`config.mk`:
```
export PLATFORM = sky130hd
export DESIGN_NAME = tdf_formatter
export DESIGN_NICKNAME = d
export VERILOG_FILES = /design/src/design/tdf_pkg.sv /design/src/design/tdf_cmd_if.sv /design/src/design/tdf_formatter.sv /design/src/design/tdf_cmd_decoder.sv
export VERILOG_INCLUDE_DIRS = /design/src /design/src/design
export SDC_FILE = /design/constraint.sdc
export NUM_CORES = 1
export LEC_CHECK = 0
export BUFFER_PORTS_ARGS = -buffer_cell sky130_fd_sc_hd__buf_2
export CAP_MARGIN = 10
export CORE_ASPECT_RATIO = 1.4
export CORE_MARGIN = 5
export CORE_UTILIZATION = 59
export DETAILED_ROUTE_END_ITERATION = 16
export HOLD_SLACK_MARGIN = 0.15
export PLACE_DENSITY = 0.81
export SYNTH_ARGS = -nofsm -noshare
export SYNTH_HDL_FRONTEND = slang
export SYNTH_SLANG_ARGS = --single-unit
```
`constraint.sdc`:
```
create_clock -name I_REF_CLK -period 3.8 [get_ports I_REF_CLK]
set_clock_uncertainty 0.1 [all_clocks]
set_input_delay 0.19 -clock I_REF_CLK [delete_from_list [all_inputs] [get_ports I_REF_CLK]]
set_output_delay 0.19 -clock I_REF_CLK [all_outputs]
set_load 0.02 [all_outputs]
```
`src/design/tdf_map.svh`:
```
// constants of the readout word formatter
// assumes inclusion by bare name from design files
`ifndef TDF_MAP_SVH
`define TDF_MAP_SVH
`define TDF_T_GHDR 4'h9
`define TDF_T_LHDR 4'hA
`define TDF_T_GTRL 4'hB
`define TDF_T_LTRL 4'hC
`define TDF_T_ERR 4'h6
`define TDF_T_MASK 4'h2
`define TDF_T_SINGLE 4'h3
`define TDF_T_CHARGE 4'h4
`define TDF_T_WIDTH 4'h5
`define TDF_T_MON 4'h7
`define TDF_SUB_SEP 4'h0
`define TDF_SUB_STAT 4'h1
`define TDF_F_TYPE 31:28
`define TDF_F_ID 27:24
`define TDF_F_EVT 23:12
`define TDF_F_BX 11:0
`define TDF_F_ERR 6:0
`define TDF_F_ERSV 23:7
`define TDF_F_M24 23:0
`define TDF_F_GRP 23
`define TDF_F_GZERO 22:16
`define TDF_F_M16 15:0
`define TDF_F_HI16 31:16
`define TDF_F_CHAN 23:19
`define TDF_F_EDGE 18
`define TDF_F_REJ 17
`define TDF_F_COARSE 16:5
`define TDF_F_FINE 4:0
`define TDF_F_AUX 18:11
`define TDF_F_RCOARSE 10:5
`define TDF_F_RSRC 5:0
`define TDF_F_OCC 7:0
`define TDF_F_FULL 8
`define TDF_CMD_TRIG 2'h0
`define TDF_CMD_BRST 2'h2
`define TDF_CMD_ERST 2'h3
`define TDF_CMD_GRST 2'h1
`define TDF_CMD_GAP_NS 75
`define TDF_CLK_NS 4
`define TDF_GAP_CYC ((`TDF_CMD_GAP_NS + `TDF_CLK_NS - 1) / `TDF_CLK_NS)
`define TDF_RK_BEGIN 3'h0
`define TDF_RK_END 3'h1
`define TDF_RK_SINGLE 3'h2
`define TDF_RK_CHARGE 3'h3
`define TDF_RK_WIDTH 3'h4
`define TDF_RK_ERR 3'h5
`define TDF_RK_MASK 3'h6
`define TDF_RK_STAT 3'h7
`define TDF_A_CTRL 8'h00
`define TDF_A_STAT 8'h04
`define TDF_A_CNT 8'h08
`define TDF_CTRL_RST 32'h0000_0000
`define TDF_C_OWN 3:0
`define TDF_C_MST 7:4
`define TDF_C_CH32 8
`define TDF_C_LOC 9
`define TDF_C_FIRST 10
`define TDF_C_SEP 11
`define TDF_C_MASTER 12
`define TDF_S_BX 11:0
`define TDF_S_EVT 23:12
`define TDF_S_READY 24
`define TDF_S_BUSY 25
`define TDF_S_TOKEN 26
`define TDF_S_CLOSE 27
`define TDF_BIT_LAST 5'h1F
`endif

```
`src/design/tdf_pkg.sv`:
```
// types shared by the formatter and the command decoder
// assumes tdf_map.svh for numeric constants
package tdf_pkg;
    typedef enum logic [2:0] {
        D_IDLE = 3'b001,
        D_BIT1 = 3'b010,
        D_BIT2 = 3'b100
    } tdf_dec_state_t;
    typedef enum logic [3:0] {
        W_GHDR, W_LHDR, W_GTRL, W_LTRL, W_ERR, W_MASK0, W_MASK1,
        W_SINGLE, W_CHARGE, W_WIDTH, W_SEP, W_STAT
    } tdf_word_t;
    typedef struct packed {
        logic [4:0] chan;
        logic edge_t;
        logic rej;
        logic [11:0] coarse;
        logic [4:0] fine;
        logic [7:0] aux;
        logic [31:0] flags;
    } tdf_req_t;
endpackage

```
`src/design/tdf_cmd_if.sv`:
```
// decoded command pulses from decoder to formatter
// assumes one clock domain shared by both ends
`timescale 1ns/100ps
`default_nettype none
interface tdf_cmd_if;
    logic trig;
    logic bunch_rst;
    logic evt_rst;
    logic glob_rst;
    logic too_close;
    modport dec (output trig, bunch_rst, evt_rst, glob_rst, too_close);
    modport fmt (input trig, bunch_rst, evt_rst, glob_rst, too_close);
endinterface
`default_nettype wire

```
`src/design/tdf_formatter.sv`:
```
// readout word formatter with wishbone registers and serial link
// assumes synchronous inputs, one clock, chain token pulse from upstream
`timescale 1ns/100ps
`default_nettype none
`include "tdf_map.svh"
module tdf_formatter (
    // clock, reset, freeze
    input wire logic I_REF_CLK,
    input wire logic I_RST,
    input wire logic I_CE,
    // control line
    input wire logic I_CMD_LINE,
    // wishbone slave
    input wire logic I_WB_CYC,
    input wire logic I_WB_STB,
    input wire logic I_WB_WE,
    input wire logic [7:0] I_WB_ADR,
    input wire logic [3:0] I_WB_SEL,
    input wire logic [31:0] I_WB_DAT,
    output logic [31:0] O_WB_DAT,
    output logic O_WB_ACK,
    // word requests
    input wire logic I_REQ_VALID,
    input wire logic [2:0] I_REQ_KIND,
    input wire tdf_pkg::tdf_req_t I_REQ,
    output logic O_REQ_READY,
    // serial link and chain
    output logic O_SER_DATA,
    output logic O_SER_EN,
    input wire logic I_CHAIN_GO,
    output logic O_CHAIN_DONE
);
    import tdf_pkg::*;
    tdf_cmd_if cmd ();
    logic [31:0] ctrl_q;
    logic [11:0] bx_q, evt_q, loc_q, glb_q;
    logic sep_q, pend_q, token_q, arm_q, close_q;
    tdf_word_t pend_kind_q;
    tdf_req_t req_q;
    logic [31:0] sh_q;
    logic [4:0] bit_q;
    logic fire, ser_free, can_take, load, v1, v2, ok;
    tdf_word_t k1, k2, ld_kind;
    logic [31:0] ld_word;
    logic wb_hit;

    tdf_cmd_decoder u_dec (
        .i_clk(I_REF_CLK),
        .i_rst(I_RST),
        .i_ce(I_CE),
        .i_line(I_CMD_LINE),
        .cmd(cmd)
    );

    function automatic logic [31:0] compose(input tdf_word_t k, input tdf_req_t r,
            input logic [31:0] c, input logic [11:0] ev, input logic [11:0] bx,
            input logic [11:0] lc, input logic [11:0] gc);
        logic [31:0] w;
        w = 32'h0000_0000;
        w[`TDF_F_ID] = c[`TDF_C_OWN];
        unique case (k)
            W_GHDR, W_LHDR: begin
                w[`TDF_F_TYPE] = (k == W_GHDR) ? `TDF_T_GHDR : `TDF_T_LHDR;
                if (k == W_GHDR) w[`TDF_F_ID] = c[`TDF_C_MST];
                w[`TDF_F_EVT] = ev;
                w[`TDF_F_BX] = bx;
            end
            W_GTRL: begin
                w[`TDF_F_TYPE] = `TDF_T_GTRL;
                w[`TDF_F_ID] = c[`TDF_C_MST];
                w[`TDF_F_EVT] = ev;
                w[`TDF_F_BX] = gc + 12'h001;
            end
            W_LTRL: begin
                w[`TDF_F_TYPE] = `TDF_T_LTRL;
                w[`TDF_F_EVT] = ev;
                w[`TDF_F_BX] = lc + 12'h001;
            end
            W_ERR: begin
                w[`TDF_F_TYPE] = `TDF_T_ERR;
                w[`TDF_F_ERR] = r.flags[`TDF_F_ERR];
            end
            W_MASK0, W_MASK1: begin
                w[`TDF_F_TYPE] = `TDF_T_MASK;
                if (!c[`TDF_C_CH32]) begin
                    w[`TDF_F_M24] = r.flags[`TDF_F_M24];
                end else begin
                    w[`TDF_F_GRP] = (k == W_MASK1);
                    w[`TDF_F_M16] = (k == W_MASK1) ? r.flags[`TDF_F_HI16] : r.flags[`TDF_F_M16];
                end
            end
            W_SINGLE: begin
                w[`TDF_F_TYPE] = `TDF_T_SINGLE;
                w[`TDF_F_CHAN] = r.chan;
                w[`TDF_F_EDGE] = r.edge_t;
                w[`TDF_F_REJ] = r.rej;
                w[`TDF_F_COARSE] = r.coarse;
                w[`TDF_F_FINE] = r.fine;
            end
            W_CHARGE, W_WIDTH: begin
                w[`TDF_F_TYPE] = (k == W_CHARGE) ? `TDF_T_CHARGE : `TDF_T_WIDTH;
                w[`TDF_F_CHAN] = r.chan;
                w[`TDF_F_AUX] = r.aux;
                w[`TDF_F_RCOARSE] = r.coarse[`TDF_F_RSRC];
                w[`TDF_F_FINE] = r.fine;
            end
            W_SEP: begin
                w[`TDF_F_TYPE] = `TDF_T_MON;
                w[`TDF_F_ID] = `TDF_SUB_SEP;
                w[`TDF_F_BX] = bx;
            end
            W_STAT: begin
                w[`TDF_F_TYPE] = `TDF_T_MON;
                w[`TDF_F_ID] = `TDF_SUB_STAT;
                w[`TDF_F_OCC] = r.flags[`TDF_F_OCC];
                w[`TDF_F_FULL] = r.flags[`TDF_F_FULL];
            end
        endcase
        return w;
    endfunction

    // request to word plan: first word and optional second
    always_comb begin
        v1 = 1'b1;
        v2 = 1'b0;
        k1 = W_SINGLE;
        k2 = W_GTRL;
        unique case (I_REQ_KIND)
            `TDF_RK_BEGIN: begin
                v1 = ctrl_q[`TDF_C_MASTER] | ctrl_q[`TDF_C_LOC];
                k1 = ctrl_q[`TDF_C_MASTER] ? W_GHDR : W_LHDR;
                v2 = ctrl_q[`TDF_C_MASTER] & ctrl_q[`TDF_C_LOC];
                k2 = W_LHDR;
            end
            `TDF_RK_END: begin
                v1 = ctrl_q[`TDF_C_MASTER] | ctrl_q[`TDF_C_LOC];
                k1 = ctrl_q[`TDF_C_LOC] ? W_LTRL : W_GTRL;
                v2 = ctrl_q[`TDF_C_MASTER] & ctrl_q[`TDF_C_LOC];
                k2 = W_GTRL;
            end
            `TDF_RK_SINGLE: k1 = W_SINGLE;
            `TDF_RK_CHARGE: k1 = W_CHARGE;
            `TDF_RK_WIDTH: k1 = W_WIDTH;
            `TDF_RK_ERR: k1 = W_ERR;
            `TDF_RK_MASK: begin
                k1 = W_MASK0;
                v2 = ctrl_q[`TDF_C_CH32];
                k2 = W_MASK1;
            end
            `TDF_RK_STAT: k1 = W_STAT;
        endcase
    end

    // priority: pending second word, new request, separator
    assign ser_free = !O_SER_EN || bit_q == 5'h00;
    assign ok = ctrl_q[`TDF_C_FIRST] | token_q;
    assign fire = I_CE && I_REQ_VALID && O_REQ_READY;
    assign can_take = ok && !pend_q && !sep_q && !arm_q && ser_free;
    always_comb begin
        load = 1'b0;
        ld_kind = k1;
        ld_word = compose(k1, I_REQ, ctrl_q, evt_q, bx_q, loc_q, glb_q);
        if (I_CE && pend_q && ser_free) begin
            load = 1'b1;
            ld_kind = pend_kind_q;
            ld_word = compose(pend_kind_q, req_q, ctrl_q, evt_q, bx_q, loc_q, glb_q);
        end else if (fire) begin
            load = v1;
        end else if (I_CE && sep_q && ser_free && ok) begin
            load = 1'b1;
            ld_kind = W_SEP;
            ld_word = compose(W_SEP, req_q, ctrl_q, evt_q, bx_q, loc_q, glb_q);
        end
    end

    always_ff @(posedge I_REF_CLK) begin
        if (I_RST) begin
            O_REQ_READY <= 1'b0;
        end else if (I_CE) begin
            O_REQ_READY <= can_take && !load && !fire && !cmd.glob_rst;
        end
    end

    always_ff @(posedge I_REF_CLK) begin
        if (I_RST || (I_CE && cmd.glob_rst)) begin
            pend_q <= 1'b0;
            pend_kind_q <= W_GTRL;
            req_q <= '0;
        end else if (fire) begin
            pend_q <= v2;
            pend_kind_q <= k2;
            req_q <= I_REQ;
        end else if (load && pend_q) begin
            pend_q <= 1'b0;
        end
    end

    // separator request; a new bunch or event reset command wins over its clear
    always_ff @(posedge I_REF_CLK) begin
        if (I_RST) begin
            sep_q <= 1'b0;
        end else if (I_CE) begin
            if ((cmd.bunch_rst || cmd.evt_rst) && ctrl_q[`TDF_C_SEP]) begin
                sep_q <= 1'b1;
            end else if (cmd.glob_rst || (load && ld_kind == W_SEP)) begin
                sep_q <= 1'b0;
            end
        end
    end

    // bunch runs every enabled cycle; event counts triggers
    always_ff @(posedge I_REF_CLK) begin
        if (I_RST) begin
            bx_q <= 12'h000;
            evt_q <= 12'h000;
        end else if (I_CE) begin
            bx_q <= (cmd.bunch_rst || cmd.glob_rst) ? 12'h000 : bx_q + 12'h001;
            if (cmd.evt_rst || cmd.glob_rst) begin
                evt_q <= 12'h000;
            end else if (cmd.trig) begin
                evt_q <= evt_q + 12'h001;
            end
        end
    end

    // word counts include the header that restarted them
    always_ff @(posedge I_REF_CLK) begin
        if (I_RST || (I_CE && cmd.glob_rst)) begin
            loc_q <= 12'h000;
            glb_q <= 12'h000;
        end else if (load) begin
            loc_q <= (ld_kind == W_LHDR) ? 12'h001 : loc_q + 12'h001;
            glb_q <= (ld_kind == W_GHDR) ? 12'h001 : glb_q + 12'h001;
        end
    end

    // chain token: upstream done pulse wins over our own release
    always_ff @(posedge I_REF_CLK) begin
        if (I_RST) begin
            token_q <= 1'b0;
            arm_q <= 1'b0;
            O_CHAIN_DONE <= 1'b0;
        end else if (I_CE) begin
            O_CHAIN_DONE <= arm_q && !pend_q && ser_free && !load;
            if (I_CHAIN_GO) begin
                token_q <= 1'b1;
            end else if (cmd.glob_rst || (arm_q && !pend_q && ser_free && !load)) begin
                token_q <= 1'b0;
            end
            if (fire && I_REQ_KIND == `TDF_RK_END) begin
                arm_q <= 1'b1;
            end else if (cmd.glob_rst || (!pend_q && ser_free && !load)) begin
                arm_q <= 1'b0;
            end
        end
    end

    // msb first, one bit per clock, nrz; back-to-back words stay framed
    always_ff @(posedge I_REF_CLK) begin
        if (I_RST) begin
            sh_q <= 32'h0000_0000;
            bit_q <= 5'h00;
            O_SER_DATA <= 1'b0;
            O_SER_EN <= 1'b0;
        end else if (I_CE) begin
            if (load) begin
                sh_q <= ld_word;
                bit_q <= `TDF_BIT_LAST;
                O_SER_DATA <= ld_word[31];
                O_SER_EN <= 1'b1;
            end else if (bit_q != 5'h00) begin
                sh_q <= {sh_q[30:0], 1'b0};
                bit_q <= bit_q - 5'h01;
                O_SER_DATA <= sh_q[30];
            end else begin
                O_SER_EN <= 1'b0;
                O_SER_DATA <= 1'b0;
            end
        end
    end

    // wishbone: ack one cycle after the strobe, dropped the next
    assign wb_hit = I_WB_CYC && I_WB_STB && !O_WB_ACK;
    always_ff @(posedge I_REF_CLK) begin
        if (I_RST) begin
            O_WB_ACK <= 1'b0;
            O_WB_DAT <= 32'h0000_0000;
            ctrl_q <= `TDF_CTRL_RST;
        end else if (I_CE) begin
            O_WB_ACK <= wb_hit;
            O_WB_DAT <= 32'h0000_0000;
            if (wb_hit && !I_WB_WE) begin
                unique case (I_WB_ADR)
                    `TDF_A_CTRL: O_WB_DAT <= ctrl_q;
                    `TDF_A_STAT: begin
                        O_WB_DAT[`TDF_S_BX] <= bx_q;
                        O_WB_DAT[`TDF_S_EVT] <= evt_q;
                        O_WB_DAT[`TDF_S_READY] <= O_REQ_READY;
                        O_WB_DAT[`TDF_S_BUSY] <= O_SER_EN;
                        O_WB_DAT[`TDF_S_TOKEN] <= token_q;
                        O_WB_DAT[`TDF_S_CLOSE] <= close_q;
                    end
                    `TDF_A_CNT: O_WB_DAT <= {8'h00, glb_q, loc_q};
                    default: O_WB_DAT <= 32'h0000_0000;
                endcase
            end
            if (wb_hit && I_WB_WE && I_WB_ADR == `TDF_A_CTRL) begin
                for (int b = 0; b < 4; b++) begin
                    if (I_WB_SEL[b]) ctrl_q[b*8 +: 8] <= I_WB_DAT[b*8 +: 8];
                end
            end
        end
    end

    // sticky spacing violation, write one to clear, a new one wins
    always_ff @(posedge I_REF_CLK) begin
        if (I_RST) begin
            close_q <= 1'b0;
        end else if (I_CE) begin
            if (cmd.too_close) begin
                close_q <= 1'b1;
            end else if (wb_hit && I_WB_WE && I_WB_ADR == `TDF_A_STAT && I_WB_SEL[3]
                    && I_WB_DAT[`TDF_S_CLOSE]) begin
                close_q <= 1'b0;
            end
        end
    end
endmodule
`default_nettype wire

```
`src/design/tdf_cmd_decoder.sv`:
```
// three-cycle control line decoder
// assumes the line is synchronous to the clock
`timescale 1ns/100ps
`default_nettype none
`include "tdf_map.svh"
module tdf_cmd_decoder (
    input wire logic i_clk,
    input wire logic i_rst,
    input wire logic i_ce,
    input wire logic i_line,
    tdf_cmd_if.dec cmd
);
    import tdf_pkg::*;
    tdf_dec_state_t state_q;
    logic b1_q;
    logic [4:0] gap_q;
    logic [1:0] code;
    logic start;

    assign code = {b1_q, i_line};
    assign start = (state_q == D_IDLE) && i_line;

    always_ff @(posedge i_clk) begin
        if (i_rst) begin
            state_q <= D_IDLE;
        end else if (i_ce) begin
            unique case (state_q)
                D_IDLE: if (i_line) state_q <= D_BIT1;
                D_BIT1: state_q <= D_BIT2;
                D_BIT2: state_q <= D_IDLE;
                default: state_q <= D_IDLE;
            endcase
        end
    end

    always_ff @(posedge i_clk) begin
        if (i_rst) begin
            b1_q <= 1'b0;
        end else if (i_ce && state_q == D_BIT1) begin
            b1_q <= i_line;
        end
    end

    // pulses are held while frozen; the formatter is frozen too
    always_ff @(posedge i_clk) begin
        if (i_rst) begin
            cmd.trig <= 1'b0;
            cmd.bunch_rst <= 1'b0;
            cmd.evt_rst <= 1'b0;
            cmd.glob_rst <= 1'b0;
        end else if (i_ce) begin
            cmd.trig <= state_q == D_BIT2 && code == `TDF_CMD_TRIG;
            cmd.bunch_rst <= state_q == D_BIT2 && code == `TDF_CMD_BRST;
            cmd.evt_rst <= state_q == D_BIT2 && code == `TDF_CMD_ERST;
            cmd.glob_rst <= state_q == D_BIT2 && code == `TDF_CMD_GRST;
        end
    end

    // spacing check only reports; decoding proceeds regardless
    always_ff @(posedge i_clk) begin
        if (i_rst) begin
            gap_q <= 5'h00;
            cmd.too_close <= 1'b0;
        end else if (i_ce) begin
            cmd.too_close <= start && gap_q != 5'h00;
            if (start) begin
                gap_q <= 5'(`TDF_GAP_CYC - 1);
            end else if (gap_q != 5'h00) begin
                gap_q <= gap_q - 5'h01;
            end
        end
    end
endmodule
`default_nettype wire

```
# After elaboration in Yosys (flattened, before gate mapping)
# Cells that the tools add are included.
[classes]
add_sub_neg = 6
n_eq_ne = 41
mux = 71
bitwise = 3
reduce_logical = 103
[op_table]
columns = ["cell", "n"]
rows = [
  ["$mux 32", 4],
  ["$pmux 12 s4", 2],
  ["$pmux 4 s8", 3],
  ["$pmux 28 s3", 1],
  ["$pmux 7 s6", 2],
  ["$mux 16", 4],
  ["$mux 31", 2],
  ["$mux 12", 5],
  ["$add 12x1->12 const B", 4],
  ["$logic_and 1x1->1", 39],
  ["$eq 4x4->1 const B", 9],
  ["$pmux 3 s6", 2],
  ["$eq 4x3->1 const B", 8],
  ["$pmux 4 s4", 2],
  ["$mux 1", 24],
  ["$mux 4", 6],
  ["$pmux 2 s6", 2],
  ["$reduce_or 2->1", 11],
  ["$mux 5", 4],
  ["$reduce_and 2->1", 9],
  ["$eq 4x2->1 const B", 4],
  ["$reduce_bool 2->1", 8],
  ["$eq 3x3->1 const B", 5],
  ["$mux 7", 2],
  ["other kinds (26)", 62],
]
[word_totals]
reg_bits = 240
output_inout_bits = 37
word_cells = 261

# Longest topological paths before layout
# Gate-level depths: netlist (run 1).
[logic_depth]
word_depth = 12
mapped_depth = 11
depth_no_buf = 8

# Hierarchy
# A second synthesis (run 1) with hierarchy kept.
[hier_totals]
hier_cells = 1635
hier_area_um2 = 12330.6
[modules_own_cells]
columns = ["mod", "n_inst", "cells_per_inst", "area_each_um2", "seq_area_each_um2"]
rows = [
  ["tdf_formatter", 1, 1563, 11685.0, 4344.2],
  ["tdf_cmd_decoder", 1, 72, 645.6, 280.3],
]

# Worst setup path after synthesis (run 1)
# No wires, ideal clock.
[synth_path]
path_type = "register to register"
start = "reg bit_q[0]"
end = "reg loc_q[10]"
setup_time_ps = 115
t_arrival_ps = 2537
path_slack_ps = 1048
stages_incl_launch_ff = 10
path_buffers = 1
synth_period_minus_slack_ps = 2752
path_cell_list = "dfxtp_1 inv_1 ha_1 or4b_1 buf_2 a211oi_4 nand2_2 a222oi_1 a21o_2 nor2_1"
[synth_between]
elab_chain_len = 9
word_cells_on_any_way = 13
classes_between = "1 x eq/ne; 7 x mux; 5 x reduce/logical"
[synth_lines]
columns = ["item", "line_no", "rtl"]
rows = [
  ["from (decl)", "tdf_formatter.sv:41", "logic [4:0] bit_q;"],
  ["from (signal assigned)", "tdf_formatter.sv:268", "bit_q <= `TDF_BIT_LAST;"],
  ["from (signal assigned)", "tdf_formatter.sv:273", "bit_q <= bit_q - 5'h01;"],
  ["$logic_not 5->1 *", "tdf_formatter.sv:155", "assign ser_free = !O_SER_EN || bit_q == 5'h00;"],
  ["$logic_or 1x1->1 *", "tdf_formatter.sv:155", ""],
  ["$logic_and 1x1->1 (2 in series)", "tdf_formatter.sv:169", "end else if (I_CE && sep_q && ser_free && ok) begin"],
  ["$mux 4", "tdf_formatter.sv:169", ""],
  ["$mux 4", "tdf_formatter.sv:167", "end else if (fire) begin"],
  ["$mux 4", "tdf_formatter.sv:163", "if (I_CE && pend_q && ser_free) begin"],
  ["$eq 4x1->1", "tdf_formatter.sv:232", "loc_q <= (ld_kind == W_LHDR) ? 12'h001 : loc_q + 12'h001;"],
  ["$mux 12", "tdf_formatter.sv:232", ""],
  ["to (signal assigned)", "tdf_formatter.sv:232", ""],
  ["to (decl)", "tdf_formatter.sv:36", "logic [11:0] bx_q, evt_q, loc_q, glb_q;"],
]
# Mark *: on every way between the ends. The rest lies on a longest branch, timed or not.
# A chain may end at the register's enable or synchronous reset.

# Worst setup path after layout (run 1)
[layout_path]
start = "in I_CE"
end = "reg ctrl_q[4]"
[layout_between]
elab_chain_len = 1
[layout_lines]
columns = ["item", "line_no", "rtl"]
rows = [
  ["from (decl)", "tdf_formatter.sv:10", "input wire logic I_CE,"],
  ["$reduce_and 3->1 (no source line)", "n/a", ""],
  ["to (signal assigned)", "tdf_formatter.sv:288", "ctrl_q <= `TDF_CTRL_RST;"],
  ["to (signal, indexed assignment)", "tdf_formatter.sv:309", "if (I_WB_SEL[b]) ctrl_q[b*8 +: 8] <= I_WB_DAT[b*8 +: 8];"],
  ["to (decl)", "tdf_formatter.sv:35", "logic [31:0] ctrl_q;"],
]
# Every way passes these cells.

==> results of run 1 <==
-- worst max-delay path, cell delays in order --
cell and delay [ns]:
dlygate4sd3_1 0.53, buf_2 0.14, buf_4 0.31, nand4b_1 0.48, nor4_4 0.45, buf_4 0.24, and2_1 0.29, nand2_1 0.09
dlygate4sd3_1 0.57, a21oi_1 0.22, dlygate4sd3_1 0.59
-- through the flow --
stage	hold slack (ns)	total power [mW]	instances
after global routing	0.274	5.92	2135
after CTS	0.209	5.70	2135
after global placement	0.324	3.24	1927
after floorplan	0.216	3.02	1600
after detailed placement	0.341	3.26	1927
final	0.223	5.77	2135
-- sequential cells by signal (all words and copies together), names as in the netlist, 3 cells and up --
name	cells
bit_q	5
ctrl_q	32
bx_q	12
evt_q	12
u_dec.state_q	3
req_q	56
loc_q	12
pend_kind_q	3
glb_q	12
sh_q	31
O_WB_DAT	32
u_dec.gap_q	5
-- cells in the final DEF (no fill, tap or decap), types with 5 or more instances in the layout --
| cell type | netlist | routed |
|---|---|---|
| mux2_2 | 10 | 10 |
| o21ai_0 | 68 | 68 |
| a311oi_1 | 13 | 13 |
| clkinv_2 | 0 | 9 |
| nor4_1 | 8 | 7 |
| nand3b_1 | 9 | 9 |
| ha_1 | 8 | 8 |
| clkbuf_16 | 0 | 24 |
| o221ai_1 | 12 | 12 |
| nor3_1 | 25 | 25 |
| xnor2_1 | 19 | 19 |
| nor2b_1 | 15 | 15 |
| and2_1 | 13 | 13 |
| nand2_1 | 344 | 344 |
| a222oi_1 | 21 | 21 |
| o22ai_1 | 23 | 23 |
| a221oi_1 | 15 | 15 |
| dfxtp_1 | 231 | 231 |
| nand4_1 | 13 | 13 |
| inv_1 | 22 | 22 |
| a21oi_1 | 181 | 180 |
| buf_4 | 0 | 40 |
| and3_1 | 12 | 11 |
| nand3_1 | 26 | 25 |
| nand2b_1 | 7 | 7 |
| a211oi_1 | 16 | 16 |
| dlygate4sd3_1 | 0 | 165 |
| a2bb2oi_1 | 5 | 5 |
| a31oi_1 | 12 | 12 |
| a32oi_1 | 7 | 7 |
| o21a_1 | 5 | 5 |
| o211ai_1 | 12 | 12 |
| or3_1 | 15 | 15 |
| mux2i_1 | 40 | 40 |
| a22oi_1 | 47 | 47 |
| nor2_1 | 120 | 119 |
| xor2_1 | 29 | 29 |
| buf_2 | 1 | 155 |
-- repair_timing --
item,CTS,global route
gates resized for setup,0,2
hold endpoints to repair,128,0
hold buffers,165,0
setup endpoints to repair,0,32
-- worst paths after layout --
kind	start	to	slack, ns	depth (start not counted)
setup reg to reg	O_WB_ACK$_SDFFE_PP0P_	ctrl_q[4]$_SDFFE_PP0P_	0.34	8
setup / recovery	I_CE	ctrl_q[4]$_SDFFE_PP0P_	0.06	11
hold reg to reg	req_q[40]$_SDFFE_PP0P_	req_q[40]$_SDFFE_PP0P_	0.36	2
hold / removal	I_REQ[33]	sh_q[12]$_SDFFE_PP0P_	0.22	5
-- layer usage --
metal / wire length (um) / share of wire
met2: 23500 / 0.47
met3: 5170 / 0.10
met5: 0 / 0
met1: 17400 / 0.35
met4: 3510 / 0.071
-- cells by family (layout without fill, tap and decap cells) --
family,after synthesis,count (layout)
AND/OR/NAND/NOR,629,629
AO/OA/AOI/OAI,486,486
flip-flops,231,231
buffers and inverters,147,426
multiplexers,51,51
XOR/XNOR,48,48
adder cells (fa/ha/maj),8,8
-- power groups by stage --
stage | Clock, mW | Sequential, mW | Combinational (mW)
floorplan | 0 | 2.57 | 0.456
global placement | 0 | 2.58 | 0.661
detailed placement | 0 | 2.58 | 0.674
CTS | 2.41 | 2.53 | 0.756
global route | 2.53 | 2.54 | 0.850
finish | 2.43 | 2.54 | 0.804
-- final cells by class --
type	instances	area share
clock buffers	30	0.0425
clock inverters	13	0.00835
repair buffers	360	0.175
inverters	23	0.00554
well taps	256	0.0206
multi-input cells	1222	0.451
flip-flops and latches	231	0.297
==> reports/qor.yml, run 1 <==
power_leakage_nw: 5.69
synth_xor_area_frac: 0.0346
slew_violations: 0
critPathMaxFanout: 25
gp_congestion: 1.04
slew_headroom: 0.281
clock_path_buffers: 3
rows: 62
comb_power_share: 0.139
final_hold_viol_count: 0
synth_ff_type: "dfxtp_1"
clock-sinks: 231
p_int_mw: 4.16
period_share: 0.983
ys_async_sr_fraction: 0
cts_buffers: 24
syn_to_final_growth_pct: 28.1
drtIter0Drc: 1907
diodes: 0
drc: 0
maxCapViolCount: 0
post-route-util: 0.764
post-cts-setup-buffer-count: 0
dieArea_sq_um: 23600
yosys.area_share.adder: 0.00823
first_pass_iters: 7
port_buffers: 156
grt-busiest-layer: "met2"
core-area_sq_um: 20400
routed_wl_um: 49500
multi_input_area_sq_um: 7030
yosys_warnings: 0
p_sw_mw: 1.61
clk_latency_ns: 0.53
synth_top_family_by_area: "compound AO/OA/AOI/OAI gates"
worstPathRequired_ns: 4.17
finalSetupViolCount: 0
tightest_slew_ns: 1.08
io_pins: 157
min-delay-path-class: "primary input to flop"
ys_ff_latch: 231
antenna_found_initial: 0
synth.distinct_cells: 73
synth_commonest_cells: "344 x nand2_1, 231 x dfxtp_1, 181 x a21oi_1"
fp.dieH_um: 180
synth_top_area_cell: "dfxtp_1"
pwr-share-seq: 0.440
muxShareOfSynthArea: 0.0440
ys_seq_area_frac: 0.380
synth.most_common_cell: "nand2_1"
start_util: 0.596
postLayoutCellArea_sq_um: 15600
end_kind: "flop"
grt_first_pass_wirelength_um: 77400
seqCellArea_sq_um: 4620
antenna_left: 0
fill_cells: 1376
placed_area_sq_um: 13100
grt_use_met2: 0.674
hpwl_um: 30500
synth_top_area_frac: 0.380
synth_area_leaders: "dfxtp_1 38%, nand2_1 11%, a21oi_1 7.4%"
clock_power_share: 0.421
nets: 1990
min_period_ns: 3.74
synth.avg_cell_area_sq_um: 7.60
syn_nets: 1728
drive_gt1_frac: 0.144
clk_pin_slew_ns: 0.07
setup_tns_ns: 0
syn-cell-area_sq_um: 12200
synth_compound_gate_area_share: 0.260
grt_pass1_vias: 14000
place_ws_ns: 0.643
timing.fmax_ghz: 0.268
grt_util_met1: 0.463
cts_tree: "done"
arrival_ns: 4.11
die_w_um: 131
outcome: "completed"
switching_share: 0.278
netlist_instances: 1600
grt_overflow: 0
cts_root_buf: "clkbuf_16"
grt_max_degree: 76
fin_ws_ns: 0.0631
synth_edf_count: 0
worst_setup_path_start_kind: "primary input"
synth_simple_gate_area_frac: 0.227
vdd_ir_drop_max_uv: 405
wl_per_cell_um: 23.2
grtUsageTotal: 0.396
pwr_density_cell_nw_per_um2: 370
viasPerCell: 6.66
critical_path_class: "primary input to flop"
num_vias: 14200
htreeDepth: 1
met3_usage: 0.0666
No activity file was read; power rests on OpenSTA's default activity.
==> inputs of run 2 (changes only) <==
--- a/config.mk
+++ b/config.mk
@@ -13,7 +13,7 @@
 export CORE_UTILIZATION = 59
 export DETAILED_ROUTE_END_ITERATION = 16
 export HOLD_SLACK_MARGIN = 0.15
-export PLACE_DENSITY = 0.81
+export PLACE_DENSITY_LB_ADDON = 0.08
 export SYNTH_ARGS = -nofsm -noshare
 export SYNTH_HDL_FRONTEND = slang
 export SYNTH_SLANG_ARGS = --single-unit
==> run 2 against run 1 <==
Die area did not move. Critical path depth did not move. Sequential power barely moved. First-iteration DRC count rose by 11%. Setup slack improved by 0.11 ns. Sequential share of layout area rose by 0.23 points. Cell count fell by 0.42%. Clock power fell by 12%. Global-route usage fell by 0.24 points. Largest cell class unchanged. Largest power group unchanged.
==> reports/qor.yml, run 2 (synthesized netlist as in run 1, its figures left out) <==
outcome: "completed"
rsz0062_at_grt: "no"
slew_headroom: 0.307
finalSetupViolCount: 0
grt_pass1_vias: 13700
die_w_um: 131
min_from: "I_WB_ADR[3]"
worstPathCellList: "dlygate4sd3_1, buf_2, nor4_1, nand3_1, nor4_4, buf_4, and2_1, nand2_1, dlygate4sd3_1, a21oi_1, dlygate4sd3_1"
clock_path_buffers: 3
grt_overflow: 0
postLayoutCellArea_sq_um: 15500
antenna_found_initial: 1
reg_top3: "req_q x56, O_WB_DAT x32, ctrl_q x32"
start_util: 0.596
cts_root_buf: "clkbuf_16"
drtIter0Drc: 2113
num_vias: 14200
cpLargestDelayFamily: "buffers and inverters"
crit_path_start: "I_WB_ADR[6]"
dp.cells: 1923
viasPerCell: 6.67
setup_tns_ns: 0
arrival_ns: 3.97
stdcell_count: 2126
period_share: 0.954
critPathMaxFanout: 8
port_buffers: 156
clk_pin_slew_ns: 0.06
holdPathStages: 4
fp.dieH_um: 180
grt_max_degree: 78
worst_setup_path_start_kind: "primary input"
critical_path_class: "primary input to flop"
tightest_slew_ns: 1.04
fill_cells: 1455
comb_power_share: 0.148
pwr-share-seq: 0.462
timing.fmax_ghz: 0.276
critPathMostFrequentCell: "dlygate4sd3_1"
clk_latency_ns: 0.53
pwr_density_cell_nw_per_um2: 356
end_kind: "flop"
rrSetupSlack_ns: 0.55
p_sw_mw: 1.54
grtUsageTotal: 0.394
first_pass_iters: 6
layout_commonest_cell: "nand2_1"
vdd_ir_drop_max_uv: 375
routed_wl_um: 50100
critPathSlowestCell: "dlygate4sd3_1"
syn_to_final_growth_pct: 27.1
cts_buffers: 23
min-delay-path-class: "primary input to flop"
maxCapViolCount: 0
cts_tree: "done"
drc: 0
htreeDepth: 1
post-route-util: 0.758
hpwl_um: 31000
clock-sinks: 231
min_period_ns: 3.62
fin_hold_ws_ns: 0.247
min_to: "O_WB_DAT[15]$_SDFFE_PP0P_"
core-area_sq_um: 20400
gp_congestion: 1.06
slew_violations: 0
rows: 62
worstPathRequired_ns: 4.15
grt_first_pass_wirelength_um: 77000
nets: 1988
power_leakage_nw: 5.63
switching_share: 0.279
final_cell_mix: "344 x nand2_1, 231 x dfxtp_1, 180 x a21oi_1"
reg2regPathDepth: 9
dieArea_sq_um: 23600
critPathBufInv: 5
clock_power_share: 0.390
antenna_left: 0
regMostFlops: "req_q"
p_int_mw: 3.97
largest_reg_flops: 56
wl_per_cell_um: 23.6
final_hold_viol_count: 0
io_pins: 157
timing.rr.end: "ctrl_q[27]$_SDFFE_PP0P_"
drive_gt1_frac: 0.139
slowest_delay_ns: 0.60
placed_area_sq_um: 13100
reg2reg_from: "O_WB_ACK$_SDFFE_PP0P_"
-- run 2: cell types whose count changed in the layout (fill, tap and decap cells not counted), moves of 2 or more --
cell	before	now
buf_4	40	38
clkinv_2	9	2
clkbuf_1	2	4
bufinv_16	2	0
-- run 2: worst max-delay path by stage --
stage / end / slack [ns] / cells past startpoint
finish: ctrl_q[27]$_SDFFE_PP0P_ / 0.18 / 11
global route: ctrl_q[27]$_SDFFE_PP0P_ / 0.13 / 11
CTS: ctrl_q[11]$_SDFFE_PP0P_ / 0.31 / 11
detailed placement: sh_q[10]$_SDFFE_PP0P_ / 0.77 / 8
global placement: sh_q[10]$_SDFFE_PP0P_ / 0.88 / 8
floorplan: loc_q[10]$_SDFFE_PP0N_ / 1.05 / 9
-- run 2: per-layer routing --
metal / track usage / vias up / share of wire
li1: - / 6254 / -
met1: 0.477 / 6554 / 0.36
met2: 0.654 / 1107 / 0.46
met3: 0.0657 / 265 / 0.097
met4: 0.236 / 0 / 0.079
met5: 0 / - / 0
-- run 2: power groups by stage --
stage	sequential (mW)	clock (mW)	combinational (mW)
floorplan	2.57	0	0.456
global placement	2.58	0	0.665
detailed placement	2.59	0	0.677
CTS	2.53	2.14	0.761
global route	2.54	2.27	0.864
finish	2.54	2.15	0.816
-- run 2: repair_timing --
item | CTS | global route
resized for setup | 0 | 3
hold buffers | 165 | 0
setup endpoints to repair | 0 | 22
buffers inserted | 0 | 3
endpoints found under the hold margin | 132 | 0
-- run 2: worst register-to-register path: stages (launching register included) --
cell and delay, ns:
dfxtp_1 0.35, nand4b_1 0.21, buf_4 0.19, nor4_4 0.20, buf_4 0.23, and2_1 0.35
nand2_1 0.14, dlygate4sd3_1 0.60, a21oi_1 0.21, dlygate4sd3_1 0.60
-- run 2: stage by stage --
| stage | setup slack [ns] | total power [mW] |
|---|---|---|
| 6_report | 0.175 | 5.51 |
| 5_1_grt | 0.129 | 5.67 |
| 4_1_cts | 0.311 | 5.44 |
| 3_5_place_dp | 0.771 | 3.26 |
| 3_3_place_gp | 0.877 | 3.25 |
| 2_1_floorplan | 1.05 | 3.02 |
-- run 2: final cells by class --
type | count | area [sq um] | area share
sequential | 231 | 4620 | 0.299
multi-input combinational | 1222 | 7040 | 0.455
clock buffer | 31 | 646 | 0.0417
antenna | 1 | 2.50 | 0.000162
tap | 256 | 320 | 0.0207
clock inverter | 3 | 18.8 | 0.00121
inverter | 23 | 86.3 | 0.00558
timing repair buffer | 359 | 2730 | 0.177
